**config.mk**
```make
export PLATFORM = sky130hd
export DESIGN_NAME = adc_ctrl
export DESIGN_NICKNAME = d
export VERILOG_FILES = /design/src/logic/adc_ctrl.v
export VERILOG_INCLUDE_DIRS = /design/src /design/src/logic
export SDC_FILE = /design/constraint.sdc
export NUM_CORES = 1
export LEC_CHECK = 0
export BUFFER_PORTS_ARGS = -buffer_cell sky130_fd_sc_hd__buf_2
export CAP_MARGIN = 30
export CORE_ASPECT_RATIO = 1.2
export CORE_MARGIN = 8
export CORE_UTILIZATION = 54
export DETAILED_ROUTE_END_ITERATION = 8
export GPL_TIMING_DRIVEN = 0
export PLACE_DENSITY = 0.84
export SLEW_MARGIN = 20
export SYNTH_ARGS = -nofsm -noshare
export SYNTH_HDL_FRONTEND = slang
export SYNTH_SLANG_ARGS = --single-unit
```
**constraint.sdc**
```tcl
create_clock -name hclk -period 5.7 [get_ports hclk]
set_input_delay 1.14 -clock hclk [delete_from_list [all_inputs] [get_ports hclk]]
set_output_delay 1.14 -clock hclk [all_outputs]
set_load 0.01 [all_outputs]
```
**src/logic/adc_ctrl_defines.vh**
```
// Register map, field positions and reset values of the converter control block
// What this block does
// Temperature channel enabled: valid temperature result sets status bit 2.
// Reading temperature or current result clears the temperature ready flag.
// Voltage channel enabled: valid voltage result sets status bit 1.
// Reading voltage or current result clears the voltage ready flag.
// Current channel enabled: valid current result sets status bit 0.
// Of the result reads, only a read of the current result clears the current ready flag.
// Calibration completion also sets ready flag of every enabled channel.
// Mask bits match low eight status bits; source enabled while bit is 1.
// Interrupt mask resets to all zeros, every source disabled.
// Mode register: eight-bit read/write, own address, resets to zero.
// Software writes zero to mode bit 7, reserved.
// Mode bit 6 set routes return through 20 kilo-ohm resistor, else ground.
// In low power modes, mode bit 5 set selects precision reference.
// Mode bits 4 to 3 select power mode; 00 is normal mode.
// Power code 01: low power, current gain 128, 131 kHz oscillator clock.
// Power code 10: low power plus, gain 512; code 11 undefined.
// Any write to the mode register clears calibration-complete status bit 15.
// Reserved bits of mode, mask and status read zero, ignore writes.
`ifndef ADC_CTRL_DEFINES_VH
`define ADC_CTRL_DEFINES_VH

`define ADDR_STATUS       32'hFFFF0500
`define ADDR_MASK         32'hFFFF0504
`define ADDR_MODE         32'hFFFF0508
`define ADDR_CUR_RESULT   32'hFFFF050C
`define ADDR_VOLT_RESULT  32'hFFFF0510
`define ADDR_TEMP_RESULT  32'hFFFF0514
`define ADDR_IRQ_CLEAR    32'hFFFF0518

`define MASK_RESET        8'h00
`define MODE_RESET        8'h00
`define MODE_WMASK        8'h7F
`define STATUS_MASK       16'h8007

`define ST_CUR_RDY        0
`define ST_VOLT_RDY       1
`define ST_TEMP_RDY       2
`define ST_CAL_DONE       15

`define MODE_RES_SEL      6
`define MODE_REF_SEL      5
`define MODE_PWR_HI       4
`define MODE_PWR_LO       3

`define PWR_NORMAL        2'h0
`define PWR_LOW           2'h1
`define PWR_LOW_PLUS      2'h2

`define GAIN_LOW          10'h080
`define GAIN_LOW_PLUS     10'h200

`endif

```
**src/logic/adc_ctrl.v**
```verilog
// Converter status, interrupt mask and mode registers behind an AHB-Lite slave
//
// Added by the designer: the AHB-Lite register port.
`timescale 1ns/1ps
`include "adc_ctrl_defines.vh"

module adc_ctrl (
    // Clock and reset
    input  wire        hclk,
    input  wire        hresetn,
    // AHB-Lite slave
    input  wire        hsel,
    input  wire [31:0] haddr,
    input  wire [1:0]  htrans,
    input  wire        hwrite,
    input  wire [2:0]  hsize,
    input  wire [31:0] hwdata,
    input  wire        hready,
    output wire        hreadyout,
    output wire        hresp,
    output reg  [31:0] hrdata,
    // Converter core side
    input  wire [2:0]  chan_enable,
    input  wire        cur_valid,
    input  wire        volt_valid,
    input  wire        temp_valid,
    input  wire [15:0] cur_data,
    input  wire [15:0] volt_data,
    input  wire [15:0] temp_data,
    input  wire        cal_done,
    // Mode outputs
    output reg         res_path_sel,
    output reg         precise_ref_sel,
    output reg  [1:0]  power_mode,
    output reg         gain_forced,
    output reg  [9:0]  forced_gain,
    output reg         lp_osc_clock,
    // Interrupt
    output wire        irq
);

    // Bus state
    reg        wr_pend_q;
    reg [31:0] addr_q;
    reg [7:0]  mask_q;
    reg [7:0]  mode_q;
    reg [7:0]  mode_d;
    reg [7:0]  mask_d;
    reg        irq_q;
    reg        res_path_d;
    reg        precise_ref_d;
    reg [1:0]  power_mode_d;
    reg        gain_forced_d;
    reg [9:0]  forced_gain_d;
    reg        lp_osc_d;

    wire       access;
    wire       rd_en;
    wire       wr_en;
    wire       rd_cur;
    wire       rd_volt;
    wire       rd_temp;
    wire [2:0] ready_set;
    wire [2:0] ready_clr;
    wire [2:0] ready_d;
    wire [2:0] ready_q;
    wire       cal_d;
    wire       cal_q;
    wire       wr_mask;
    wire       wr_mode;
    wire       wr_clear;
    wire [15:0] status_d;
    wire [15:0] status_q;
    wire [15:0] cur_res_q;
    wire [15:0] volt_res_q;
    wire [15:0] temp_res_q;

    assign access    = hsel & hready & htrans[1];
    assign rd_en     = access & ~hwrite;
    assign wr_en     = wr_pend_q;
    assign hreadyout = 1'b1;
    assign hresp     = 1'b0;

    assign rd_cur  = rd_en & (haddr == `ADDR_CUR_RESULT);
    assign rd_volt = rd_en & (haddr == `ADDR_VOLT_RESULT);
    assign rd_temp = rd_en & (haddr == `ADDR_TEMP_RESULT);

    // Ready events from conversions and calibration end
    assign ready_set[`ST_CUR_RDY]  = chan_enable[0] & (cur_valid | cal_done);
    assign ready_set[`ST_VOLT_RDY] = chan_enable[1] & (volt_valid | cal_done);
    assign ready_set[`ST_TEMP_RDY] = chan_enable[2] & (temp_valid | cal_done);

    // Write phase capture
    always @(posedge hclk or negedge hresetn) begin
        if (!hresetn) begin
            wr_pend_q <= 1'b0;
            addr_q    <= 32'h00000000;
        end else begin
            wr_pend_q <= access & hwrite;
            addr_q    <= haddr;
        end
    end

    // Result capture, independent of channel enables
    result_reg #(
        .WIDTH   (16)
    ) u_cur_res (
        .hclk    (hclk),
        .hresetn (hresetn),
        .load    (cur_valid),
        .data_in (cur_data),
        .data_q  (cur_res_q)
    );

    result_reg #(
        .WIDTH   (16)
    ) u_volt_res (
        .hclk    (hclk),
        .hresetn (hresetn),
        .load    (volt_valid),
        .data_in (volt_data),
        .data_q  (volt_res_q)
    );

    result_reg #(
        .WIDTH   (16)
    ) u_temp_res (
        .hclk    (hclk),
        .hresetn (hresetn),
        .load    (temp_valid),
        .data_in (temp_data),
        .data_q  (temp_res_q)
    );

    // Write decode for the data phase
    assign wr_mask  = wr_en & (addr_q == `ADDR_MASK);
    assign wr_mode  = wr_en & (addr_q == `ADDR_MODE);
    assign wr_clear = wr_en & (addr_q == `ADDR_IRQ_CLEAR);

    // Ready clears from result reads and the clear register
    assign ready_clr[`ST_CUR_RDY]  = rd_cur | (wr_clear & hwdata[`ST_CUR_RDY]);
    assign ready_clr[`ST_VOLT_RDY] = rd_cur | rd_volt | (wr_clear & hwdata[`ST_VOLT_RDY]);
    assign ready_clr[`ST_TEMP_RDY] = rd_cur | rd_temp | (wr_clear & hwdata[`ST_TEMP_RDY]);

    // Sticky status flags; set wins over clear
    ready_flag #(
        .RESET_VALUE (1'b0)
    ) u_cur_flag (
        .hclk        (hclk),
        .hresetn     (hresetn),
        .set_evt     (ready_set[`ST_CUR_RDY]),
        .clr_evt     (ready_clr[`ST_CUR_RDY]),
        .flag_d      (ready_d[`ST_CUR_RDY]),
        .flag_q      (ready_q[`ST_CUR_RDY])
    );

    ready_flag #(
        .RESET_VALUE (1'b0)
    ) u_volt_flag (
        .hclk        (hclk),
        .hresetn     (hresetn),
        .set_evt     (ready_set[`ST_VOLT_RDY]),
        .clr_evt     (ready_clr[`ST_VOLT_RDY]),
        .flag_d      (ready_d[`ST_VOLT_RDY]),
        .flag_q      (ready_q[`ST_VOLT_RDY])
    );

    ready_flag #(
        .RESET_VALUE (1'b0)
    ) u_temp_flag (
        .hclk        (hclk),
        .hresetn     (hresetn),
        .set_evt     (ready_set[`ST_TEMP_RDY]),
        .clr_evt     (ready_clr[`ST_TEMP_RDY]),
        .flag_d      (ready_d[`ST_TEMP_RDY]),
        .flag_q      (ready_q[`ST_TEMP_RDY])
    );

    ready_flag #(
        .RESET_VALUE (1'b0)
    ) u_cal_flag (
        .hclk        (hclk),
        .hresetn     (hresetn),
        .set_evt     (cal_done),
        .clr_evt     (wr_mode),
        .flag_d      (cal_d),
        .flag_q      (cal_q)
    );

    // Status word; reserved bits read zero
    assign status_q = {cal_q, 12'h000, ready_q} & `STATUS_MASK;
    assign status_d = {cal_d, 12'h000, ready_d} & `STATUS_MASK;

    // Mode next value
    always @* begin
        mode_d = mode_q;
        if (wr_en && addr_q == `ADDR_MODE) begin
            mode_d = hwdata[7:0] & `MODE_WMASK;
        end
    end

    // Mask next value
    always @* begin
        mask_d = mask_q;
        if (wr_mask) begin
            mask_d = hwdata[7:0];
        end
    end

    // Registers
    always @(posedge hclk or negedge hresetn) begin
        if (!hresetn) begin
            mask_q <= `MASK_RESET;
            mode_q <= `MODE_RESET;
            irq_q  <= 1'b0;
        end else begin
            mask_q <= mask_d;
            mode_q <= mode_d;
            irq_q  <= |(status_d[7:0] & mask_d);
        end
    end

    // Read data
    always @(posedge hclk or negedge hresetn) begin
        if (!hresetn) begin
            hrdata <= 32'h00000000;
        end else if (rd_en) begin
            case (haddr)
                `ADDR_STATUS:      hrdata <= {16'h0000, status_q};
                `ADDR_MASK:        hrdata <= {24'h000000, mask_q};
                `ADDR_MODE:        hrdata <= {24'h000000, mode_q};
                `ADDR_CUR_RESULT:  hrdata <= {16'h0000, cur_res_q};
                `ADDR_VOLT_RESULT: hrdata <= {16'h0000, volt_res_q};
                `ADDR_TEMP_RESULT: hrdata <= {16'h0000, temp_res_q};
                default:           hrdata <= 32'h00000000;
            endcase
        end
    end

    // Mode decode next values
    always @* begin
        res_path_d    = mode_q[`MODE_RES_SEL];
        power_mode_d  = mode_q[`MODE_PWR_HI:`MODE_PWR_LO];
        precise_ref_d = 1'b1;
        gain_forced_d = 1'b0;
        forced_gain_d = 10'h000;
        lp_osc_d      = 1'b0;
        case (mode_q[`MODE_PWR_HI:`MODE_PWR_LO])
            `PWR_LOW: begin
                precise_ref_d = mode_q[`MODE_REF_SEL];
                gain_forced_d = 1'b1;
                forced_gain_d = `GAIN_LOW;
                lp_osc_d      = 1'b1;
            end
            `PWR_LOW_PLUS: begin
                precise_ref_d = mode_q[`MODE_REF_SEL];
                gain_forced_d = 1'b1;
                forced_gain_d = `GAIN_LOW_PLUS;
            end
            default: begin
                precise_ref_d = 1'b1;
                gain_forced_d = 1'b0;
            end
        endcase
    end

    // Mode output registers
    always @(posedge hclk or negedge hresetn) begin
        if (!hresetn) begin
            res_path_sel    <= 1'b0;
            precise_ref_sel <= 1'b0;
            power_mode      <= `PWR_NORMAL;
            gain_forced     <= 1'b0;
            forced_gain     <= 10'h000;
            lp_osc_clock    <= 1'b0;
        end else begin
            res_path_sel    <= res_path_d;
            precise_ref_sel <= precise_ref_d;
            power_mode      <= power_mode_d;
            gain_forced     <= gain_forced_d;
            forced_gain     <= forced_gain_d;
            lp_osc_clock    <= lp_osc_d;
        end
    end

    // Interrupt
    assign irq = irq_q;

endmodule // adc_ctrl

// Sticky status flag with set priority
module ready_flag #(
    parameter RESET_VALUE = 1'b0
) (
    // Clock and reset
    input  wire hclk,
    input  wire hresetn,
    // Flag events
    input  wire set_evt,
    input  wire clr_evt,
    // Flag state
    output reg  flag_d,
    output reg  flag_q
);

    // Next value; a set in the clear cycle wins
    always @* begin
        flag_d = flag_q;
        if (clr_evt) begin
            flag_d = 1'b0;
        end
        if (set_evt) begin
            flag_d = 1'b1;
        end
    end

    // Flag register
    always @(posedge hclk or negedge hresetn) begin
        if (!hresetn) begin
            flag_q <= RESET_VALUE;
        end else begin
            flag_q <= flag_d;
        end
    end

endmodule // ready_flag

// Result capture register, loaded on its valid pulse
module result_reg #(
    parameter WIDTH = 16
) (
    // Clock and reset
    input  wire             hclk,
    input  wire             hresetn,
    // Result input
    input  wire             load,
    input  wire [WIDTH-1:0] data_in,
    // Held result
    output reg  [WIDTH-1:0] data_q
);

    // Capture on every valid pulse
    always @(posedge hclk or negedge hresetn) begin
        if (!hresetn) begin
            data_q <= {WIDTH{1'b0}};
        end else if (load) begin
            data_q <= data_in;
        end
    end

endmodule // result_reg

```
==> impl_results.md <==
- Dominant cells by area after synthesis: sky130_fd_sc_hd__dfrtp_1 58%, sky130_fd_sc_hd__mux2_2 14%, sky130_fd_sc_hd__buf_4 3.8%, sky130_fd_sc_hd__a32oi_1 2.8%, sky130_fd_sc_hd__o21ai_0 2.1%
- Worst slew margin relative to its limit: 29.3%
- Synth Register Bits: 124
- Standby leakage power: 3.21 nW
- Number of buffers added by the clock tree synthesis step: 17
- Gr usage total: 21.3%
- Antenna-violating nets left: 0
- Total length of routed wires: 14000 µm
- Main flop type after synthesis: sky130_fd_sc_hd__dfrtp_1
- Total of cells resized after clock tree synthesis: 0
- Area used by sequential logic in the layout: 0.00310 mm²
- Critical setup path kind: in2reg
- CTS Hold Buffers Added: 0
- Pin count of the biggest net entering global routing: 84
- Routability Congestion: 0.879
- RSZ-0062 raised after global routing: false
- Number of design-rule violations left by the first detailed-router iteration: 232
- Detailed-router iteration count before antenna repair: 5
- Syn Inst Count: 414
- Final global-route overflow total: 0
- DP Area: 0.00628 mm²
- Later-pin clock latency in the skew report: 0.41 ns
- Nature of the critical path startpoint: input port
- Via density: 5.74
- Average size of a mapped cell: 13.0 µm²
- Die area: 0.0134 mm²
- Number of failing setup endpoints in the final timing report: 0
- Hold Path Class: reg2reg
- Post-synthesis instance area: 0.00539 mm²
- Largest area contributor in the synthesized netlist: sky130_fd_sc_hd__dfrtp_1
- Vias post-DR: 4125
- Yosys Warn Count: 0
- Number of port buffers: 122
- DRC errors left: 0
- Number of H-tree levels: 4
- CTS Root Buffer Type: sky130_fd_sc_hd__clkbuf_16
- Clock tree skew after final layout: 0.00926 ns
- Number of cells in the design after placement: 687
- Max Cap Violations: 0
- Die width: 107 µm
- Setup TNS: 0 ns
- Initial Utilization: 54.7%
- HPWL after detailed placement: 10400 µm
- TritonCTS clock tree: built
- Maximum resistive drop on vdd: 0.246 mV
- Clock period minus final worst setup slack: 3.33 ns
- Antenna diode count: 0
- Number of rows in the core area: 40
- Final Slew Violations: 0
- Total power density per cell area: 323 mW/mm²
- Maximum count of clock buffers along a single path: 2
- Worst Setup End Kind: register
- FFs w/ async S/R, synth: 100%
- Post CTS Setup Buffer Count: 0
- Final non-filler cell area: 0.00689 mm²
- Fill cells: 716
- Crit path arrival time: 3.66 ns
- Required time at the endpoint of the critical path: 6.03 ns
- Measured slew at the worst slew-check pin: 1.05 ns
- Number of endpoints with negative hold slack in the final report: 0
- Unique cell type count in the Yosys netlist: 55
- Clock Sinks: 124
- Maximum operating frequency: 0.301 GHz
- Multi-input combinational cell area: 0.00207 mm²
- Clock-pin slew on the worst setup and hold paths: 0.06 ns
- Critical Path Fanout Max: 10
- I/O pin count: 180
- Average wire per cell in the routed design: 19.5 µm
- Most common cell in the netlist: sky130_fd_sc_hd__dfrtp_1
- Yosys top cell area share: 57.6%
- Top cells by count, synth: 124 x sky130_fd_sc_hd__dfrtp_1, 67 x sky130_fd_sc_hd__mux2_2, 27 x sky130_fd_sc_hd__buf_4, 23 x sky130_fd_sc_hd__o21ai_0, 17 x sky130_fd_sc_hd__a32oi_1
- Count of flip-flops with a built-in enable after synthesis: 0
- Number of global-route vias before repair: 4309
- Non-filler instance count after layout: 719
- Area overhead of the layout relative to synthesis: 27.8%
- Core ar.: 0.00986 mm²
- Ratio of final minimum period to clock period: 58.4%
- Layout cells sized above 1: 45.0%
- Post-synthesis sequential area ratio: 57.6%
- Result of the run: completed
- Chip Height: 125 µm
- Net total in the final layout: 711
- Number of antenna violations at the first check in global routing: 0
- Wire length of the first global-routing pass: 22200 µm
## state kept, by name (all words and copies together) (netlist names)
register and flops:
power_mode 2, hrdata 16, u_cal_flag.flag_q 1, u_cur_res.data_q 16
res_path_sel 1, gain_forced 1, mode_q 7, addr_q 32
mask_q 8, irq 1, u_volt_flag.flag_q 1, precise_ref_sel 1
u_temp_res.data_q 16, wr_en 1, u_cur_flag.flag_q 1, u_volt_res.data_q 16
u_temp_flag.flag_q 1, forced_gain 2
## area by class of cell
type	instances	share of cell area (%)
sequential	124	45.0
multi-input combinational	259	30.0
timing repair buffer	123	9.35
clock buffer	18	6.37
buffer	42	3.80
clock inverter	14	2.43
tap	126	2.29
inverter	13	0.708
## metal layers
layer | wire length [µm] | track usage [%] | vias to the layer above | share of wire (%)
li1 | - | - | 1840 | -
met2 | 6830 | 33.5 | 227 | 49
met4 | 547 | 12.3 | 0 | 3.9
met1 | 5380 | 24.7 | 2015 | 38
met5 | 0 | 0 | - | 0
met3 | 1230 | 7.19 | 43 | 8.8
## worst max-delay path, cell delays in order
cell	delay, ns
sky130_fd_sc_hd__buf_2	0.10
sky130_fd_sc_hd__nor4bb_1	0.42
sky130_fd_sc_hd__nand4_1	0.57
sky130_fd_sc_hd__nor4_2	0.93
sky130_fd_sc_hd__a22oi_1	0.27
sky130_fd_sc_hd__o21ai_0	0.21
## where the power goes
group          switching [mW]  internal (mW)
Combinational          0.0864         0.0873
Sequential             0.0274          0.930
Clock                   0.394          0.699
Total                   0.508           1.72
## through the flow
step | worst slack, ns | total power [mW] | util [%] | hold slack, ns
finish | 2.37 | 2.22 | 69.9 | 0.427
global route | 2.20 | 2.30 | 69.9 | 0.447
CTS | 2.43 | 2.23 | 69.9 | 0.428
detailed placement | 2.02 | 1.14 | 63.7 | 0.417
global placement | 2.08 | 1.13 | 63.4 | 0.404
floorplan | 2.75 | 1.06 | - | 0.367
## cell families (layout without fill, tap and decap cells)
logic type,Yosys count,after routing,synth area share (%)
AND/OR/NAND/NOR,93,93,12.2
flip-flops,124,124,57.6
adder cells (fa/ha/maj),2,2,0.464
AO/OA/AOI/OAI,65,65,8.52
buffers and inverters,55,210,5.76
other,2,26,0.139
multiplexers,72,72,15.2
XOR/XNOR,1,1,0.163
## final timing paths
kind / startpoint / slack (ns) / cells after the start / end
setup / recovery: haddr[9] / 2.37 / 6 / hrdata[7]$_DFFE_PN0N_
hold / removal: mode_q[6]$_DFFE_PN0P_ / 0.43 / 0 / res_path_sel$_DFF_PN0_
setup reg to reg: addr_q[9]$_DFF_PN0_ / 3.11 / 5 / irq$_DFF_PN0_
hold reg to reg: mode_q[6]$_DFFE_PN0P_ / 0.43 / 0 / res_path_sel$_DFF_PN0_
max in group asynchronous: hresetn / 4.34 / 2 / addr_q[4]$_DFF_PN0_
min in group asynchronous: hresetn / 0.63 / 1 / addr_q[9]$_DFF_PN0_
## layout by cell type (no fill, tap or decap), types with 4 or more instances in the layout
cell	instances
sky130_fd_sc_hd__or4_4	4
sky130_fd_sc_hd__clkbuf_1	9
sky130_fd_sc_hd__clkinv_2	4
sky130_fd_sc_hd__nor3_1	4
sky130_fd_sc_hd__buf_2	123
sky130_fd_sc_hd__nand4_1	12
sky130_fd_sc_hd__mux2_2	67
sky130_fd_sc_hd__a32oi_1	17
sky130_fd_sc_hd__nor4_1	6
sky130_fd_sc_hd__and3_1	4
sky130_fd_sc_hd__conb_1	26
sky130_fd_sc_hd__nor2b_1	4
sky130_fd_sc_hd__nor2_1	6
sky130_fd_sc_hd__clkbuf_16	17
sky130_fd_sc_hd__inv_1	13
sky130_fd_sc_hd__a22oi_1	12
sky130_fd_sc_hd__o21ai_0	23
sky130_fd_sc_hd__buf_4	27
sky130_fd_sc_hd__nand3_1	8
sky130_fd_sc_hd__nand2_1	11
sky130_fd_sc_hd__dfrtp_1	124
sky130_fd_sc_hd__buf_1	4
Note: power is estimated with default switching activity, not from simulation.
